==> config.mk <==
export PLATFORM = sky130hd
export DESIGN_NAME = apb_config_fanout_flat
export DESIGN_NICKNAME = d
export VERILOG_FILES = /design/src/hw/apb_cfg_pkg.sv /design/src/hw/apb_config_link.sv /design/src/hw/apb_config_fanout.sv /design/src/flat_wrapper.sv
export SDC_FILE = /design/constraint.sdc
export NUM_CORES = 1
export LEC_CHECK = 0
export BUFFER_PORTS_ARGS = -buffer_cell sky130_fd_sc_hd__buf_4
export CELL_PAD_IN_SITES_DETAIL_PLACEMENT = 1
export CELL_PAD_IN_SITES_GLOBAL_PLACEMENT = 2
export CORE_MARGIN = 5
export CORE_UTILIZATION = 22
export DETAILED_ROUTE_END_ITERATION = 10
export PLACE_DENSITY = 0.83
export SLEW_MARGIN = 20
export SYNTH_ARGS = -nofsm -noshare
export SYNTH_HDL_FRONTEND = slang
export SYNTH_SLANG_ARGS = --single-unit
==> constraint.sdc <==
create_clock -name ref_clk -period 2 [get_ports ref_clk]
set_clock_uncertainty 0.1 [all_clocks]
set_input_delay 0.2 -clock ref_clk [delete_from_list [all_inputs] [get_ports ref_clk]]
set_output_delay 0.2 -clock ref_clk [all_outputs]
set_load 0.05 [all_outputs]
==> src/hw/apb_cfg_pkg.sv <==
// Constants shared by the configuration fan-out and its target end
// Overview of operation
// - Hard DDR window 0x40020000-0x400203FF routed
// - 0x40020400-0x4002FFFF to fabric DDR, transceivers; code maps only 0x0400-0x07FF and 0x4000-0xBFFF, the rest errors
// - Each partition selects exactly one slave
// - Word addresses: master 15:2, DDR 10:2, transceiver 13:2
// - Master 32-bit data, DDR 16, transceiver 32
// - Write-direction high writes, low reads
// - Slave holds ready low; requester waits
// - Slave error returned to master port
// - Each port has own clock, own reset; here all ports share ref_clk, each with own reset
// - Select and enable active high
// - Bridge mirrors master and slave ports
// - All target accesses leave one master port
// - Without bridge, no target gets configured
// - Setup cycle, then enable, signals held
// - Complete on ready; enable, select then drop
package apb_cfg_pkg;
  localparam int NUM_PORTS = 4;
  // Port indices on the fan-out side
  localparam int PORT_HARD_DDR = 0;
  localparam int PORT_FABRIC_DDR = 1;
  localparam int PORT_SIF_A = 2;
  localparam int PORT_SIF_B = 3;
  // Widths
  localparam int MST_AW = 16;
  localparam int DDR_AW = 11;
  localparam int SIF_AW = 14;
  localparam int MST_DW = 32;
  localparam int DDR_DW = 16;
  localparam int SIF_DW = 32;
  // Configuration space base and the low 16-bit partition windows
  localparam logic [31:0] CFG_SPACE_BASE = 32'h4002_0000;
  localparam logic [15:0] HARD_DDR_FIRST = 16'h0000;
  localparam logic [15:0] HARD_DDR_LAST = 16'h03ff;
  localparam logic [15:0] FABRIC_DDR_FIRST = 16'h0400;
  localparam logic [15:0] FABRIC_DDR_LAST = 16'h07ff;
  localparam logic [15:0] SIF_A_FIRST = 16'h4000;
  localparam logic [15:0] SIF_A_LAST = 16'h7fff;
  localparam logic [15:0] SIF_B_FIRST = 16'h8000;
  localparam logic [15:0] SIF_B_LAST = 16'hbfff;
  // Read-data masks per port width
  localparam logic [31:0] DDR_DATA_MASK = 32'h0000_ffff;
  localparam logic [31:0] SIF_DATA_MASK = 32'hffff_ffff;
  localparam logic [3:0] RESET_SEL = 4'h0;
  localparam logic [31:0] RESET_DATA = 32'h0000_0000;
endpackage

==> src/hw/apb_config_link.sv <==
// Interface carrying the four APB configuration slave ports
interface apb_config_link;
  logic [3:0] psel;
  logic penable;
  logic pwrite;
  logic [13:2] paddr;
  logic [31:0] pwdata;
  logic [3:0] preset_n;
  logic [3:0][31:0] prdata;
  logic [3:0] pready;
  logic [3:0] pslverr;

  modport fanout (
    output psel, penable, pwrite, paddr, pwdata, preset_n,
    input prdata, pready, pslverr
  );
  modport target (
    input psel, penable, pwrite, paddr, pwdata, preset_n,
    output prdata, pready, pslverr
  );
endinterface

==> src/hw/apb_config_fanout.sv <==
// Fan-out from the single config master port to four APB slave ports
module apb_config_fanout (
  input wire logic ref_clk, // System clock
  input wire logic rst_n, // Synchronous reset, active low
  input wire logic m_psel, // Master select
  input wire logic m_penable, // Master enable
  input wire logic m_pwrite, // Master direction, high writes
  input wire logic [15:2] m_paddr, // Master word address
  input wire logic [31:0] m_pwdata, // Master write data
  output logic [31:0] m_prdata, // Read data to master
  output logic m_pready, // Completion to master
  output logic m_pslverr, // Error to master
  apb_config_link.fanout link // Slave-port side
);
  // Timing of one mapped access, counted in rising edges:
  //   e0   master setup taken, target decoded, access latched
  //   e1   slave setup: one select high, enable low
  //   e2   slave access: enable high, select and access held
  //   eN   first edge with the selected ready high; reply taken
  //   eN+1 master samples ready, data and error, one cycle only
  // An unmapped access never reaches the link and is answered at e1,
  // with the error flag set and no wait state.
  // Every link output is a flop, so no combinational path runs from
  // the master pins to a slave pin; the price is two extra cycles.
  // Port order on the link: 0 hard DDR, 1 fabric DDR, 2 and 3 the
  // two serial transceiver interfaces.
  // DDR ports return only the low 16 data bits; their read data is
  // already zero above bit 15, so no masking is needed here.
  // Limitation: there is no time limit on a slave that never raises
  // ready, so a dead target stalls the master until reset.
  // Limitation: select always drops between accesses, even to the
  // same slave; the bus would allow keeping it.

  // One-hot sequencer states
  typedef enum logic [3:0] {
    ST_IDLE = 4'h1, // Waiting for a master setup cycle
    ST_SETUP = 4'h2, // Slave setup cycle on the link
    ST_ACCESS = 4'h4, // Slave access cycle, waits for ready
    ST_RESP = 4'h8 // Reply cycle towards the master
  } fan_state_e;

  // Sequencer state
  fan_state_e state_ff, nxt_state;

  // Slave-side strobes and access attributes
  logic [3:0] sel_ff, nxt_sel;
  logic en_ff, nxt_en;
  logic wr_ff, nxt_wr;
  logic [13:2] addr_ff, nxt_addr;
  logic [31:0] wdata_ff, nxt_wdata;

  // Master-side reply, registered so the reply comes from flops
  logic [31:0] rdata_ff, nxt_rdata;
  logic ready_ff, nxt_ready;
  logic err_ff, nxt_err;

  // Per-port resets, one cycle behind the block reset
  logic [3:0] port_rst_n_ff, nxt_port_rst_n;

  // Decode result and read data of the selected port
  logic [3:0] hit;
  logic [31:0] sel_rdata;

  // Address decode; windows never overlap so at most one bit is set.
  // Works on the byte offset inside the configuration space; the high
  // half of the full address is fixed by the master's own window.
  function automatic logic [3:0] decode(input logic [15:2] wa);
    logic [15:0] ba;
    logic [3:0] h;
    ba = {wa, 2'b00};
    h = 4'h0;
    h[apb_cfg_pkg::PORT_HARD_DDR] = (ba >= apb_cfg_pkg::HARD_DDR_FIRST) &&
      (ba <= apb_cfg_pkg::HARD_DDR_LAST);
    h[apb_cfg_pkg::PORT_FABRIC_DDR] = (ba >= apb_cfg_pkg::FABRIC_DDR_FIRST)
      && (ba <= apb_cfg_pkg::FABRIC_DDR_LAST);
    h[apb_cfg_pkg::PORT_SIF_A] = (ba >= apb_cfg_pkg::SIF_A_FIRST) &&
      (ba <= apb_cfg_pkg::SIF_A_LAST);
    h[apb_cfg_pkg::PORT_SIF_B] = (ba >= apb_cfg_pkg::SIF_B_FIRST) &&
      (ba <= apb_cfg_pkg::SIF_B_LAST);
    // A gap between windows leaves every bit clear
    return h;
  endfunction

  // Decode runs on the live master address but is used only in idle,
  // where a setup cycle guarantees that the address is valid
  assign hit = decode(m_paddr);

  // Read data of the selected port; unselected ports are ignored.
  // Select is one-hot, so the loop never merges two ports.
  always_comb begin
    sel_rdata = apb_cfg_pkg::RESET_DATA;
    for (int i = 0; i < apb_cfg_pkg::NUM_PORTS; i++) begin
      if (sel_ff[i]) begin
        sel_rdata = link.prdata[i];
      end
    end
  end

  // Transfer sequencer: master setup, slave setup, slave access, reply
  always_comb begin
    nxt_state = state_ff;
    nxt_sel = sel_ff;
    nxt_en = en_ff;
    nxt_wr = wr_ff;
    nxt_addr = addr_ff;
    nxt_wdata = wdata_ff;
    nxt_rdata = rdata_ff;
    nxt_ready = 1'b0;
    nxt_err = 1'b0;
    // Port resets trail the block reset by one flop
    nxt_port_rst_n = {4{rst_n}};
    case (state_ff)
      ST_IDLE: begin
        // Only a master setup cycle starts work
        if (m_psel && !m_penable) begin
          if (hit == 4'h0) begin
            // Answered in the master's first access cycle, no select
            nxt_ready = 1'b1;
            nxt_err = 1'b1;
            nxt_rdata = apb_cfg_pkg::RESET_DATA;
            nxt_state = ST_RESP;
          end else begin
            // Latch the whole access now, so the link never depends on
            // how long the master keeps its own signals steady
            nxt_sel = hit;
            nxt_wr = m_pwrite;
            nxt_addr = m_paddr[13:2];
            nxt_wdata = m_pwdata;
            nxt_state = ST_SETUP;
          end
        end
      end

      ST_SETUP: begin
        // Enable follows select by exactly one edge
        nxt_en = 1'b1;
        nxt_state = ST_ACCESS;
      end

      ST_ACCESS: begin
        // Stay here while the slave holds ready low; data and error
        // are taken only in the completing cycle
        if (|(sel_ff & link.pready)) begin
          nxt_rdata = sel_rdata;
          nxt_err = |(sel_ff & link.pslverr);
          nxt_ready = 1'b1;
          nxt_sel = apb_cfg_pkg::RESET_SEL;
          nxt_en = 1'b0;
          nxt_state = ST_RESP;
        end
      end

      ST_RESP: begin
        // The master still holds the finished access in this cycle,
        // so nothing is taken until the state is idle again
        nxt_state = ST_IDLE;
      end

      default: begin
        // Not reachable from reset; drop the strobes and start over
        nxt_sel = apb_cfg_pkg::RESET_SEL;
        nxt_en = 1'b0;
        nxt_state = ST_IDLE;
      end
    endcase
  end

  // Registers only; all groups take their reset values together
  always_ff @(posedge ref_clk) begin
    if (!rst_n) begin
      state_ff <= ST_IDLE;
      sel_ff <= apb_cfg_pkg::RESET_SEL;
      en_ff <= 1'b0;
      wr_ff <= 1'b0;
      addr_ff <= '0;
      wdata_ff <= apb_cfg_pkg::RESET_DATA;
      rdata_ff <= apb_cfg_pkg::RESET_DATA;
      ready_ff <= 1'b0;
      err_ff <= 1'b0;
      port_rst_n_ff <= 4'h0;
    end else begin
      state_ff <= nxt_state;
      sel_ff <= nxt_sel;
      en_ff <= nxt_en;
      wr_ff <= nxt_wr;
      addr_ff <= nxt_addr;
      wdata_ff <= nxt_wdata;
      rdata_ff <= nxt_rdata;
      ready_ff <= nxt_ready;
      err_ff <= nxt_err;
      port_rst_n_ff <= nxt_port_rst_n;
    end
  end

  // All outputs come straight from flops, so a slave never sees a
  // glitch on its select while the decode settles
  // Link side
  assign link.psel = sel_ff;
  assign link.penable = en_ff;
  assign link.pwrite = wr_ff;
  assign link.paddr = addr_ff;
  assign link.pwdata = wdata_ff;
  assign link.preset_n = port_rst_n_ff;

  // Master side
  assign m_prdata = rdata_ff;
  assign m_pready = ready_ff;
  assign m_pslverr = err_ff;
endmodule

==> src/flat_wrapper.sv <==
// flat-port wrapper written by rule: the top's interface ports become plain ports
module apb_config_fanout_flat 
  (ref_clk, rst_n, m_psel, m_penable, m_pwrite, m_paddr, m_pwdata, m_prdata, m_pready, m_pslverr, link_psel, link_penable, link_pwrite, link_paddr, link_pwdata, link_preset_n, link_prdata, link_pready, link_pslverr);
  apb_config_link link_i ();
  input wire logic ref_clk;
  input wire logic rst_n;
  input wire logic m_psel;
  input wire logic m_penable;
  input wire logic m_pwrite;
  input wire logic [15:2] m_paddr;
  input wire logic [31:0] m_pwdata;
  output logic [31:0] m_prdata;
  output logic m_pready;
  output logic m_pslverr;
  output wire logic [$bits(link_i.psel)-1:0] link_psel;
  output wire logic [$bits(link_i.penable)-1:0] link_penable;
  output wire logic [$bits(link_i.pwrite)-1:0] link_pwrite;
  output wire logic [$bits(link_i.paddr)-1:0] link_paddr;
  output wire logic [$bits(link_i.pwdata)-1:0] link_pwdata;
  output wire logic [$bits(link_i.preset_n)-1:0] link_preset_n;
  input wire logic [$bits(link_i.prdata)-1:0] link_prdata;
  input wire logic [$bits(link_i.pready)-1:0] link_pready;
  input wire logic [$bits(link_i.pslverr)-1:0] link_pslverr;
  assign link_psel = link_i.psel;
  assign link_penable = link_i.penable;
  assign link_pwrite = link_i.pwrite;
  assign link_paddr = link_i.paddr;
  assign link_pwdata = link_i.pwdata;
  assign link_preset_n = link_i.preset_n;
  assign link_i.prdata = link_prdata;
  assign link_i.pready = link_pready;
  assign link_i.pslverr = link_pslverr;
  apb_config_fanout u_core (.ref_clk(ref_clk), .rst_n(rst_n), .m_psel(m_psel), .m_penable(m_penable), .m_pwrite(m_pwrite), .m_paddr(m_paddr), .m_pwdata(m_pwdata), .m_prdata(m_prdata), .m_pready(m_pready), .m_pslverr(m_pslverr), .link(link_i));
endmodule
# Yosys cells after proc, flatten, opt, wreduce, memory -nomap -nowiden
# Index checks and enable logic that the tools add are counted.
# Widths: inputs -> output; s select.
# totals
reg_bits,92
input_bits,187
elab_cells,73
# op_classes
order_cmp,8
eq_ne,8
n_mux,25
bitwise,5
reduce_logical,17
# op_table
op,n
$mux 32,7
$pmux 32 s2,1
$mux 4,7
$pmux 4 s3,2
$ge 16x1->1 const B,1
$ge 16x11->1 const B,1
$ge 16x15->1 const B,1
$ge 16x16->1 const B,1
$le 16x10->1 const B,1
$le 16x11->1 const B,1
$le 16x15->1 const B,1
$le 16x16->1 const B,1
$and 4x4->4,2
$reduce_and 4->1,2
$reduce_or 4->1,2
$ne 2x1->1 const B,3
$logic_and 1x1->1,5
$mux 1,5
$eq 4x1->1 const B,1
$eq 4x2->1 const B,1
$eq 4x3->1 const B,1
$eq 4x4->1 const B,1
$logic_not 4->1,1
$pmux 1 s2,2
other kinds (8),12

# Depth between registers and ports, before layout
# Gate-level depths: netlist of run 1.
# logic_depth
depth_word,6
depth_mapped,8

# Worst setup path before layout of run 1
# OpenSTA, ideal clock, no wires.
# synth_path
kind,register to register
start,"register u_core.sel_ff[1], in the netlist u_core.link.psel[1]"
end,"register u_core.sel_ff[0], in the netlist u_core.link.psel[0]"
t_arrival_ps,1920
t_required_ps,1828
slack_ps,-91
path_stages_with_launch,6
n_path_buf,1
path_cell_list,dfxtp_1 > clkbuf_1 > a22oi_1 > a311o_1 > a32oi_2 > mux2i_1
# synth_via
elab_chain_cells,4
# synth_lines
element,line,text
start: declaration,apb_config_fanout.sv:46,"logic [3:0] sel_ff, nxt_sel;"
start signal: assignment,apb_config_fanout.sv:172,sel_ff <= apb_cfg_pkg::RESET_SEL;
start signal: assignment,apb_config_fanout.sv:183,sel_ff <= nxt_sel;
$and 4x4->4,apb_config_fanout.sv:143,if (|(sel_ff & link.pready)) begin
$reduce_or 4->1,apb_config_fanout.sv:143,
$ne 2x1->1 (no line),-,
$reduce_and 4->1 (no line),-,
# Every way passes these cells.
# A chain may end at the register's enable or synchronous reset.

# Final worst setup path of run 1
# layout_path
start,register u_core.state_ff[1]
end,"register u_core.rdata_ff[1], in the netlist u_core.m_prdata[1]"
# layout_via
elab_chain_cells,3
word_cells_on_any_way,8
# layout_lines
element,line,text
start: declaration,apb_config_fanout.sv:43,"fan_state_e state_ff, nxt_state;"
start signal: assignment,apb_config_fanout.sv:182,state_ff <= nxt_state;
$eq 4x3->1 / $eq 4x1->1 (equally long branches),apb_config_fanout.sv:112,case (state_ff)
$ne 2x1->1 (no line) / $reduce_bool 2->1 (equally long branches),-,
$reduce_and 4->1 (no line),-,
end signal: assignment,apb_config_fanout.sv:177,rdata_ff <= apb_cfg_pkg::RESET_DATA;
end signal: assignment,apb_config_fanout.sv:188,rdata_ff <= nxt_rdata;
end: declaration,apb_config_fanout.sv:53,"logic [31:0] rdata_ff, nxt_rdata;"
# Parallel ways exist; a longest one is shown, timed or not.

==> impl_metrics.csv, run 1 <==
group,metric,value,unit
outcome,outcome,"completed",
sta,max_slew_margin,0.524,
worst_setup_path,required,2180,ps
grt,antenna_found_initial,0,
drt,via_per_inst,4.75,
place,dp_hpwl,13800,um
pwr,total_power,4440,uW
worst_setup_path,worst_setup_path_end_kind,"flip-flop",
yosys,postSynthCellCount,497,
place,place_congestion,0.724,
clock_tree,cts_setup_buffers,0,
sta,setup_viol,0,
worst_setup_path,crit_end,"u_core.m_prdata[1]$_SDFFE_PN0P_",
worst_setup_path,slowest_stage,"or4b_4",
die,start_util,0.223,
worst_setup_path,cp-startpoint,"u_core.state_ff[1]$_SDFFE_PN0P_",
worst_setup_path,path_class,"flip-flop to flip-flop",
die,die_x,148,um
min_path,min_from,"m_paddr[10]",
yosys,yosysUniqueCellTypes,38,
worst_setup_path,path_depth,5,
grt,grt_pass1_vias,5101,
grt,grt_pass1_wl,29100,um
grt,grtUsageTotal,0.167,
drt,vias,4887,
worst_setup_path,worst_path_largest_cell_delay,560,ps
drt,wl,19100,um
yosys,ys_top_cells_by_area,"dfxtp_1, nand2_1, a221oi_1",
drt,dr.pass1.iters,4,
grt,grt_max_degree,68,
finish,area_growth,72.3,%
worst_setup_path,worstPathMaxFanout,32,
yosys,yosysTopAreaCell,"dfxtp_1",
finish,antennaDiodeCount,0,
grt,grtUsageMet1,0.203,
worst_setup_path,rrSetupSlack,110,ps
sta,fin_hold_ws,20.3,ps
sta,rsz0062_at_grt,"no",
sta,fin_crit,1890,ps
clock_tree,cts_made_buffers,9,
finish,layout-drive-gt1-share,0.406,
die,dieArea,21800,um^2
yosys,synth_seq_cells,89,
finish,mostFrequentLayoutCells,"buf_4, nand2_1, dfxtp_1",
worst_setup_path,worstPathArrival,2070,ps
job,cap_violations,0,
die,placement_rows,50,
yosys,synth_fp_nets,687,
finish,fin_util,0.384,
worst_setup_path,start_kind,"flip-flop",
sta,worst_slew_pin_slew,714,ps
clock_tree,clk_path_buf_depth,2,
worst_setup_path,cp_top_family,"simple AND/OR/NAND/NOR gates",
min_path,hold_path_class,"primary input to flip-flop",
sta,slew_viol_final,0,
place,io_buffers,274,
worst_setup_path,timing.rr.start,"u_core.state_ff[1]$_SDFFE_PN0P_",
place,post-place-ws,-118,ps
worst_setup_path,cp_num_buf_inv,1,
grt,use_met2,0.272,
pwr,p_leak,0.00310,uW
finish,fin_nets,979,
worst_setup_path,r2r_end,"u_core.m_prdata[1]$_SDFFE_PN0P_",
die,coreArea,18700,um^2
drt,ant_nets,0,
drt,wire_per_inst,18.6,um
worst_setup_path,crit_chain,"or4b_4 -> a21oi_2 -> and2_1 -> buf_12 -> a22o_1",
sta,layout_setup_ws,114,ps
pwr,ir_drop,349,uV
finish,final_common_cell,"buf_4",
yosys,ys_warn_count,0,
grt,grt.overflow.total,0,
clock_tree,cts_sinks,89,
finish,fillers,2197,
yosys,synth_top_area_frac,0.427,
die,ioPinCount,275,
grt,grt_util_met3,0.0674,
die,die_h,148,um
sta,fmaxAchievable,530,MHz
clock_tree,clk_latency,340,ps
clock_tree,clk_pin_slew,70,ps
clock_tree,root_buffer,"clkbuf_16",
sta,finalCritPeriodShare,0.943,
pwr,power.density,617,nW/um^2
grt,grt_busiest_layer,"met2",
worst_setup_path,worstRegToRegCells,5,
sta,finalHoldViolations,0,
yosys,syn_avg_cell_area,8.39,um^2
yosys,netlist_area,4170,um^2
clock_tree,cts_tree,"built",
drt,drc,0,
drt,drt_iter0_markers,147,
yosys,synth-seq-area-share,0.427,
clock_tree,h-tree-depth,3,
==> metal layers <==
layer,share of wire,vias up
met5,0,-
met4,0.019,0
met3,0.11,20
met2,0.46,220
met1,0.41,2280
li1,-,2367
==> cell type report <==
cell class / count / area, um^2 / share of cell area
Clock buffer: 9 / 225 / 0.0313
Tap cell: 234 / 293 / 0.0407
Inverter: 4 / 15.0 / 0.00209
Sequential cell: 89 / 1790 / 0.248
Clock inverter: 7 / 62.6 / 0.00871
Timing Repair Buffer: 331 / 2640 / 0.367
Multi-Input combinational cell: 354 / 2160 / 0.301
==> how the worst min path moves through the flow <==
stage                                               endpoint  slack (ps)  cells past startpoint
after floorplan              u_core.link.preset_n[2]$_DFF_P_         130                      0
after global placement       u_core.link.preset_n[2]$_DFF_P_         340                      1
after detailed placement     u_core.link.preset_n[2]$_DFF_P_         340                      1
after CTS                  u_core.link.paddr[6]$_SDFFE_PN0P_           6                      3
after global routing       u_core.link.paddr[6]$_SDFFE_PN0P_          20                      3
final                     u_core.link.paddr[10]$_SDFFE_PN0P_          20                      3
==> Yosys cell counts <==
library cell,instances
or4b_4,1
nand4b_1,2
buf_4,7
nor4bb_1,1
a221oi_1,32
o21a_1,1
a21oi_2,1
nor4b_4,2
o221a_2,1
nand4_1,2
buf_2,10
nor2_1,5
a22o_1,32
o211a_1,1
nor2b_1,36
nand3_1,2
dfxtp_1,89
nor3_1,1
nor3_2,1
nand2b_1,3
clkbuf_1,32
mux2i_1,4
nand2_1,128
and2_1,1
clkbuf_2,1
o31ai_1,32
a32oi_2,1
ha_1,3
a21oi_1,49
a22oi_1,4
o22ai_1,1
o211ai_1,1
inv_1,4
nand3b_1,1
o21ai_0,2
a311o_1,1
xor2_1,1
and4bb_1,1
==> state kept, by name, indices dropped and copies added (netlist names) <==
register	flops
u_core.m_prdata	32
u_core.m_pslverr	1
u_core.link.preset_n	1
u_core.link.paddr	12
u_core.link.penable	1
u_core.link.pwdata	32
u_core.m_pready	1
u_core.link.pwrite	1
u_core.link.psel	4
u_core.state_ff	4
==> where the power goes <==
group | leakage, uW | total [uW] | internal [uW] | switching (uW)
sequential | 0.000722 | 1840 | 1810 | 23.7
combinational | 0.00224 | 907 | 452 | 455
clock | 0.000133 | 1690 | 871 | 820
total | 0.00310 | 4440 | 3140 | 1300
==> through the flow <==
stage	std cells	area, um^2	TNS (ps)
after floorplan	497	4170	0
after global placement	975	6520	0
after detailed placement	975	6520	-1250
after CTS	1028	7180	0
after global routing	1028	7190	0
final	1028	7190	0
==> worst register-to-register path, delay by kind of cell, from the launching register on <==
| kind | cells | cell delay, ps |
|---|---|---|
| flip-flops | 1 | 310 |
| AND/OR/NAND/NOR | 2 | 780 |
| buffers and inverters | 1 | 210 |
| AO/OA/AOI/OAI | 2 | 420 |
==> cell families after synthesis <==
kind of cell	share of synthesized area
flip-flops	0.427
buffers and inverters	0.0582
XOR/XNOR	0.00210
AND/OR/NAND/NOR	0.215
AO/OA/AOI/OAI	0.279
adder cells (fa/ha/maj)	0.00900
multiplexers	0.00960
==> repair_timing <==
| item | CTS | global route |
|---|---|---|
| setup endpoints to repair | 20 | 32 |
| hold buffers | 37 | 0 |
| resized for setup | 1 | 1 |
| endpoints found under the hold margin | 37 | 0 |
(Power assumes the default switching activity.)
==> inputs of run 2 (changes only) <==
- BUFFER_PORTS_ARGS: -buffer_cell sky130_fd_sc_hd__buf_4 -> -buffer_cell sky130_fd_sc_hd__buf_2
- SKIP_LAST_GASP: not set -> 1
==> run 2 against run 1 <==
Effect of this change:
- global-route usage fell by 0.72 points
- wire length fell by 5.5%
- non-clock buffer count rose by 1
- hold slack improved by 5.8 ps
- cell area fell by 9.0%
- combinational power fell by 13%
- highest routed layer is now met5
==> impl_metrics.csv, run 2 (synthesis results as in run 1) <==
group,metric,value,unit
drt,drt_iter0_markers,140,
sta,setup_viol,0,
clock_tree,clk_pin_slew,70,ps
finish,fin_nets,980,
pwr,p_leak,0.00294,uW
die,die_h,148,um
worst_setup_path,rrSetupSlack,120,ps
clock_tree,clk_latency,340,ps
drt,ant_nets,0,
sta,finalCritPeriodShare,0.941,
clock_tree,cts_made_buffers,9,
worst_setup_path,r2r_end,"u_core.m_prdata[3]$_SDFFE_PN0P_",
place,placed_cells,975,
min_path,hold_path_class,"primary input to flip-flop",
worst_setup_path,timing.rr.start,"u_core.state_ff[2]$_SDFFE_PN0P_",
sta,max_slew_margin,0.588,
finish,final_common_cell,"buf_2",
finish,layout-drive-gt1-share,0.405,
die,die_x,148,um
worst_setup_path,slowest_stage,"nor4b_4",
worst_setup_path,cp_top_family,"simple AND/OR/NAND/NOR gates",
drt,vias,4899,
job,cap_violations,0,
worst_setup_path,path_class,"flip-flop to flip-flop",
worst_setup_path,worst_setup_path_end_kind,"flip-flop",
clock_tree,cts_setup_buffers,0,
worst_setup_path,worstRegToRegCells,5,
clock_tree,cts_sinks,89,
drt,wire_per_inst,17.6,um
sta,fmaxAchievable,532,MHz
worst_setup_path,cp_num_buf_inv,1,
die,dieArea,21800,um^2
drt,drc,0,
worst_setup_path,start_kind,"flip-flop",
die,ioPinCount,275,
finish,mostFrequentLayoutCells,"buf_2, nand2_1, dfxtp_1",
die,start_util,0.223,
grt,antenna_found_initial,6,
grt,grt.overflow.total,0,
grt,grt_max_degree,68,
drt,wl_met3,2040,um
min_path,holdPathEnd,"u_core.link.paddr[6]$_SDFFE_PN0P_",
grt,grt_pass1_vias,5147,
drt,via_per_inst,4.76,
sta,slew_viol_final,0,
place,dp_hpwl,13300,um
grt,grt_pass1_wl,27900,um
clock_tree,cts_tree,"built",
worst_setup_path,worst_path_largest_cell_delay,400,ps
place,post-place-ws,-87.2,ps
drt,met2_length,8310,um
pwr,power.density,651,nW/um^2
worst_setup_path,worstPathMaxFanout,32,
pwr,ir_drop,357,uV
clock_tree,h-tree-depth,3,
grt,grtUsageTotal,0.159,
place,place_congestion,0.765,
place,io_buffers,274,
finish,area_growth,56.9,%
pwr,total_power,4260,uW
sta,worst_slew_pin_slew,617,ps
drt,met1_length,7300,um
sta,layout_setup_ws,119,ps
place,place_area,5840,um^2
worst_setup_path,crit_chain,"nor4b_4 -> and4bb_1 -> nor3_4 -> buf_12 -> a22o_1",
worst_setup_path,required,2120,ps
sta,finalHoldViolations,0,
drt,dr.pass1.iters,4,
die,placement_rows,50,
die,coreArea,18700,um^2
clock_tree,root_buffer,"clkbuf_16",
drt,wl,18100,um
clock_tree,clk_path_buf_depth,2,
min_path,min_from,"m_paddr[6]",
finish,layout.cells.non_filler,1030,
drt,maxUsedRoutingLayer,"met5",
worst_setup_path,worstPathArrival,2000,ps
sta,fin_crit,1880,ps
sta,rsz0062_at_grt,"no",
finish,stdcell_area,6540,um^2
outcome,outcome,"completed",
min_path,hold_depth,3,
run 2: how the worst max path moves through the flow:
stage,from,endpoint,slack (ps),depth (start not counted)
floorplan,u_core.link.psel[2]$_SDFFE_PN0P_,u_core.link.psel[1]$_SDFFE_PN0P_,2,4
global placement,u_core.link.psel[0]$_SDFFE_PN0P_,u_core.m_prdata[27]$_SDFFE_PN0P_,-50,5
detailed placement,u_core.link.psel[0]$_SDFFE_PN0P_,u_core.m_prdata[11]$_SDFFE_PN0P_,-90,5
CTS,u_core.link.psel[1]$_SDFFE_PN0P_,u_core.link.psel[3]$_SDFFE_PN0P_,40,5
global route,u_core.state_ff[1]$_SDFFE_PN0P_,u_core.m_prdata[30]$_SDFFE_PN0P_,8,5
finish,u_core.state_ff[2]$_SDFFE_PN0P_,u_core.m_prdata[3]$_SDFFE_PN0P_,120,5
run 2: what timing repair did:
item                                   in CTS  in global routing
resized for setup                           3                  4
hold buffers                               38                  0
pin swaps                                   0                  0
setup endpoints to repair                  35                 35
endpoints found under the hold margin      38                  0
run 2: layout make-up:
type                    count  area, um^2
multi-input cells         354        2180
clock buffers              10         229
diodes                      1        2.50
fillers                  2288       12200
clock inverters             6        48.8
flip-flops and latches     89        1790
inverters                   4        15.0
well taps                 234         293
repair buffers            332        1980
run 2: per-layer routing:
metal | up-vias | track usage
met5 | - | 0
met4 | 12 | 0.0517
met3 | 30 | 0.0687
met2 | 217 | 0.267
met1 | 2272 | 0.183
li1 | 2368 | -
run 2: worst reg2reg max path: stages, from the launching register on:
cell      delay (ps)
dfxtp_2          360
nor4b_4          400
and4bb_1         380
nor3_4            80
buf_12           170
a22o_1           270
run 2: metrics by stage:
| stage | setup TNS [ps] | hold WS (ps) | utilization |
|---|---|---|---|
| after global placement | -199 | 339 | 0.312 |
| after CTS | 0 | 6.61 | 0.348 |
| after detailed placement | -1350 | 344 | 0.312 |
| after floorplan | 0 | 128 | - |
| after global routing | 0 | 33.7 | 0.350 |
| final | 0 | 26.1 | 0.350 |
run 2: where the power goes:
part / switching (uW) / total [uW] / internal (uW)
clock: 780 / 1640 / 858
sequential: 22.8 / 1840 / 1810
combinational: 452 / 786 / 334
total: 1260 / 4260 / 3010
==> inputs of run 3 (changes only) <==
- BUFFER_PORTS_ARGS: -buffer_cell sky130_fd_sc_hd__buf_2 -> -buffer_cell sky130_fd_sc_hd__clkbuf_2
==> run 3 against run 2 <==
Effect of this change:
- non-clock buffer count rose by 1
- count of clock-buffer cells in the layout decreased by 1
- via count is 0.98% lower
- total power rose by 0.92%
- wire length decreased by 1.0%
- critical path depth unchanged
- largest cell class unchanged
- combinational power is essentially flat
- cell area grew 0.27%
- critical path type unchanged
- global-route usage is 0.14 points lower
- sequential share of layout area shrank 0.092 points
- register-to-register slack improved by 30 ps
==> impl_metrics.csv, run 3 (synthesis results as in run 1) <==
group,metric,value,unit
place,dp_hpwl,13300,um
worst_setup_path,required,2180,ps
sta,finalCritPeriodShare,0.923,
drt,wl_met3,1860,um
finish,final_common_cell,"clkbuf_2",
finish,antennaDiodeCount,0,
finish,area_growth,57.3,%
sta,fin_crit,1850,ps
drt,maxUsedRoutingLayer,"met5",
grt,grt.overflow.total,0,
clock_tree,cts_tree,"built",
clock_tree,h-tree-depth,3,
worst_setup_path,worstPathMaxFanout,32,
clock_tree,cts_sinks,89,
worst_setup_path,path_depth,5,
worst_setup_path,r2r_end,"u_core.m_prdata[10]$_SDFFE_PN0P_",
worst_setup_path,crit_chain,"or4b_4 -> a21oi_4 -> and2_1 -> buf_12 -> a22o_1",
job,cap_violations,0,
drt,drt_iter0_markers,115,
die,placement_rows,50,
worst_setup_path,worstRegToRegCells,5,
die,die_x,148,um
die,start_util,0.223,
worst_setup_path,cp_top_family,"simple AND/OR/NAND/NOR gates",
pwr,total_power,4300,uW
grt,grt_max_degree,68,
sta,fmaxAchievable,541,MHz
outcome,outcome,"completed",
worst_setup_path,path_class,"flip-flop to flip-flop",
clock_tree,clk_pin_slew,70,ps
clock_tree,root_buffer,"clkbuf_16",
die,coreArea,18700,um^2
worst_setup_path,worstPathArrival,2030,ps
grt,grt_pass1_vias,5122,
die,dieArea,21800,um^2
sta,slew_viol_final,0,
grt,grtUsageTotal,0.158,
drt,met2_length,8220,um
sta,worst_slew_pin_slew,559,ps
drt,vias,4851,
place,place_congestion,0.763,
pwr,ir_drop,349,uV
drt,wl,17900,um
worst_setup_path,slowest_stage,"or4b_4",
min_path,hold_path_class,"primary input to flip-flop",
worst_setup_path,start_kind,"flip-flop",
die,die_h,148,um
finish,mostFrequentLayoutCells,"clkbuf_2, nand2_1, dfxtp_1",
die,ioPinCount,275,
grt,grt_pass1_wl,27600,um
worst_setup_path,rrSetupSlack,150,ps
drt,wire_per_inst,17.4,um
sta,finalSetupTns,0,ps
worst_setup_path,cp_num_buf_inv,1,
finish,layout-drive-gt1-share,0.401,
pwr,p_leak,0.00292,uW
worst_setup_path,crit_end,"u_core.m_prdata[10]$_SDFFE_PN0P_",
drt,met1_length,7400,um
sta,setup_viol,0,
worst_setup_path,cp-startpoint,"u_core.state_ff[2]$_SDFFE_PN0P_",
place,io_buffers,274,
drt,ant_nets,0,
drt,via_per_inst,4.71,
worst_setup_path,timing.rr.start,"u_core.state_ff[2]$_SDFFE_PN0P_",
grt,antenna_found_initial,3,
sta,finalHoldViolations,0,
drt,drc,0,
pwr,power.density,655,nW/um^2
sta,max_slew_margin,0.627,
clock_tree,clk_path_buf_depth,2,
drt,dr.pass1.iters,4,
clock_tree,clk_latency,340,ps
worst_setup_path,worst_setup_path_end_kind,"flip-flop",
worst_setup_path,worst_path_largest_cell_delay,530,ps
sta,rsz0062_at_grt,"no",
clock_tree,cts_made_buffers,9,
finish,fin_nets,981,
==> run 3: cell types whose count changed in the layout (fill, tap and decap cells not counted), moves of 2 or more <==
| cell | change |
|---|---|
| inv_8 | +2 |
| buf_4 | -2 |
| dlygate4sd3_1 | +3 |
| buf_12 | +2 |
| buf_2 | -274 |
| buf_6 | -2 |
| clkbuf_2 | +274 |
==> run 3: power breakdown <==
group	internal [uW]	switching [uW]	total (uW)	leakage [uW]
sequential	1810	26.6	1840	0.000722
clock	870	802	1670	0.000133
combinational	338	449	788	0.00206
total	3020	1280	4300	0.00292
==> run 3: per-stage QoR <==
stage                     instance area (um^2)  cells   util  setup WS, ps  hold slack [ps]
final                                     6560   1030  0.351           153             24.5
after global routing                      6560   1030  0.351          55.1             22.2
after CTS                                 6550   1030  0.350          88.9             5.82
after detailed placement                  5850    973  0.313          14.0              330
after global placement                    5850    973  0.313          88.0              325
after floorplan                           4170    497      -          1.52              128
==> run 3: how the worst min path moves through the flow <==
stage	slack [ps]	cells past startpoint	from	end
after detailed placement	330	3	m_pwdata[5]	u_core.link.pwdata[5]$_SDFFE_PN0P_
after global placement	330	3	m_pwdata[4]	u_core.link.pwdata[4]$_SDFFE_PN0P_
final	20	3	m_paddr[10]	u_core.link.paddr[10]$_SDFFE_PN0P_
after floorplan	130	0	rst_n	u_core.link.preset_n[2]$_DFF_P_
after CTS	6	3	m_paddr[13]	u_core.link.paddr[13]$_SDFFE_PN0P_
after global routing	20	3	m_paddr[11]	u_core.link.paddr[11]$_SDFFE_PN0P_
==> run 3: layer usage <==
layer	vias to the layer above	GRT usage
met5	-	0
met4	6	0.0517
met3	26	0.0628
met2	218	0.264
met1	2231	0.186
li1	2370	-
==> run 3: final cells by class <==
| type | instances | area (um^2) |
|---|---|---|
| well taps | 234 | 293 |
| fillers | 2284 | 12100 |
| clock buffers | 9 | 225 |
| flip-flops and latches | 89 | 1790 |
| multi-input cells | 354 | 2160 |
| repair buffers | 333 | 2020 |
| clock inverters | 7 | 62.6 |
| inverters | 4 | 15.0 |
==> run 3: worst register-to-register path, delay by kind of cell (launching register included) <==
| kind | cells | cell delay [ps] |
|---|---|---|
| compound gates | 2 | 360 |
| flops | 1 | 410 |
| simple gates | 2 | 720 |
| buf+inv | 1 | 190 |
==> run 3: repair_timing <==
item | in CTS | in global routing
hold buffers | 41 | 0
setup buffers | 0 | 0
endpoints found under the setup margin | 0 | 1
gates resized for setup | 0 | 1
hold endpoints to repair | 41 | 0
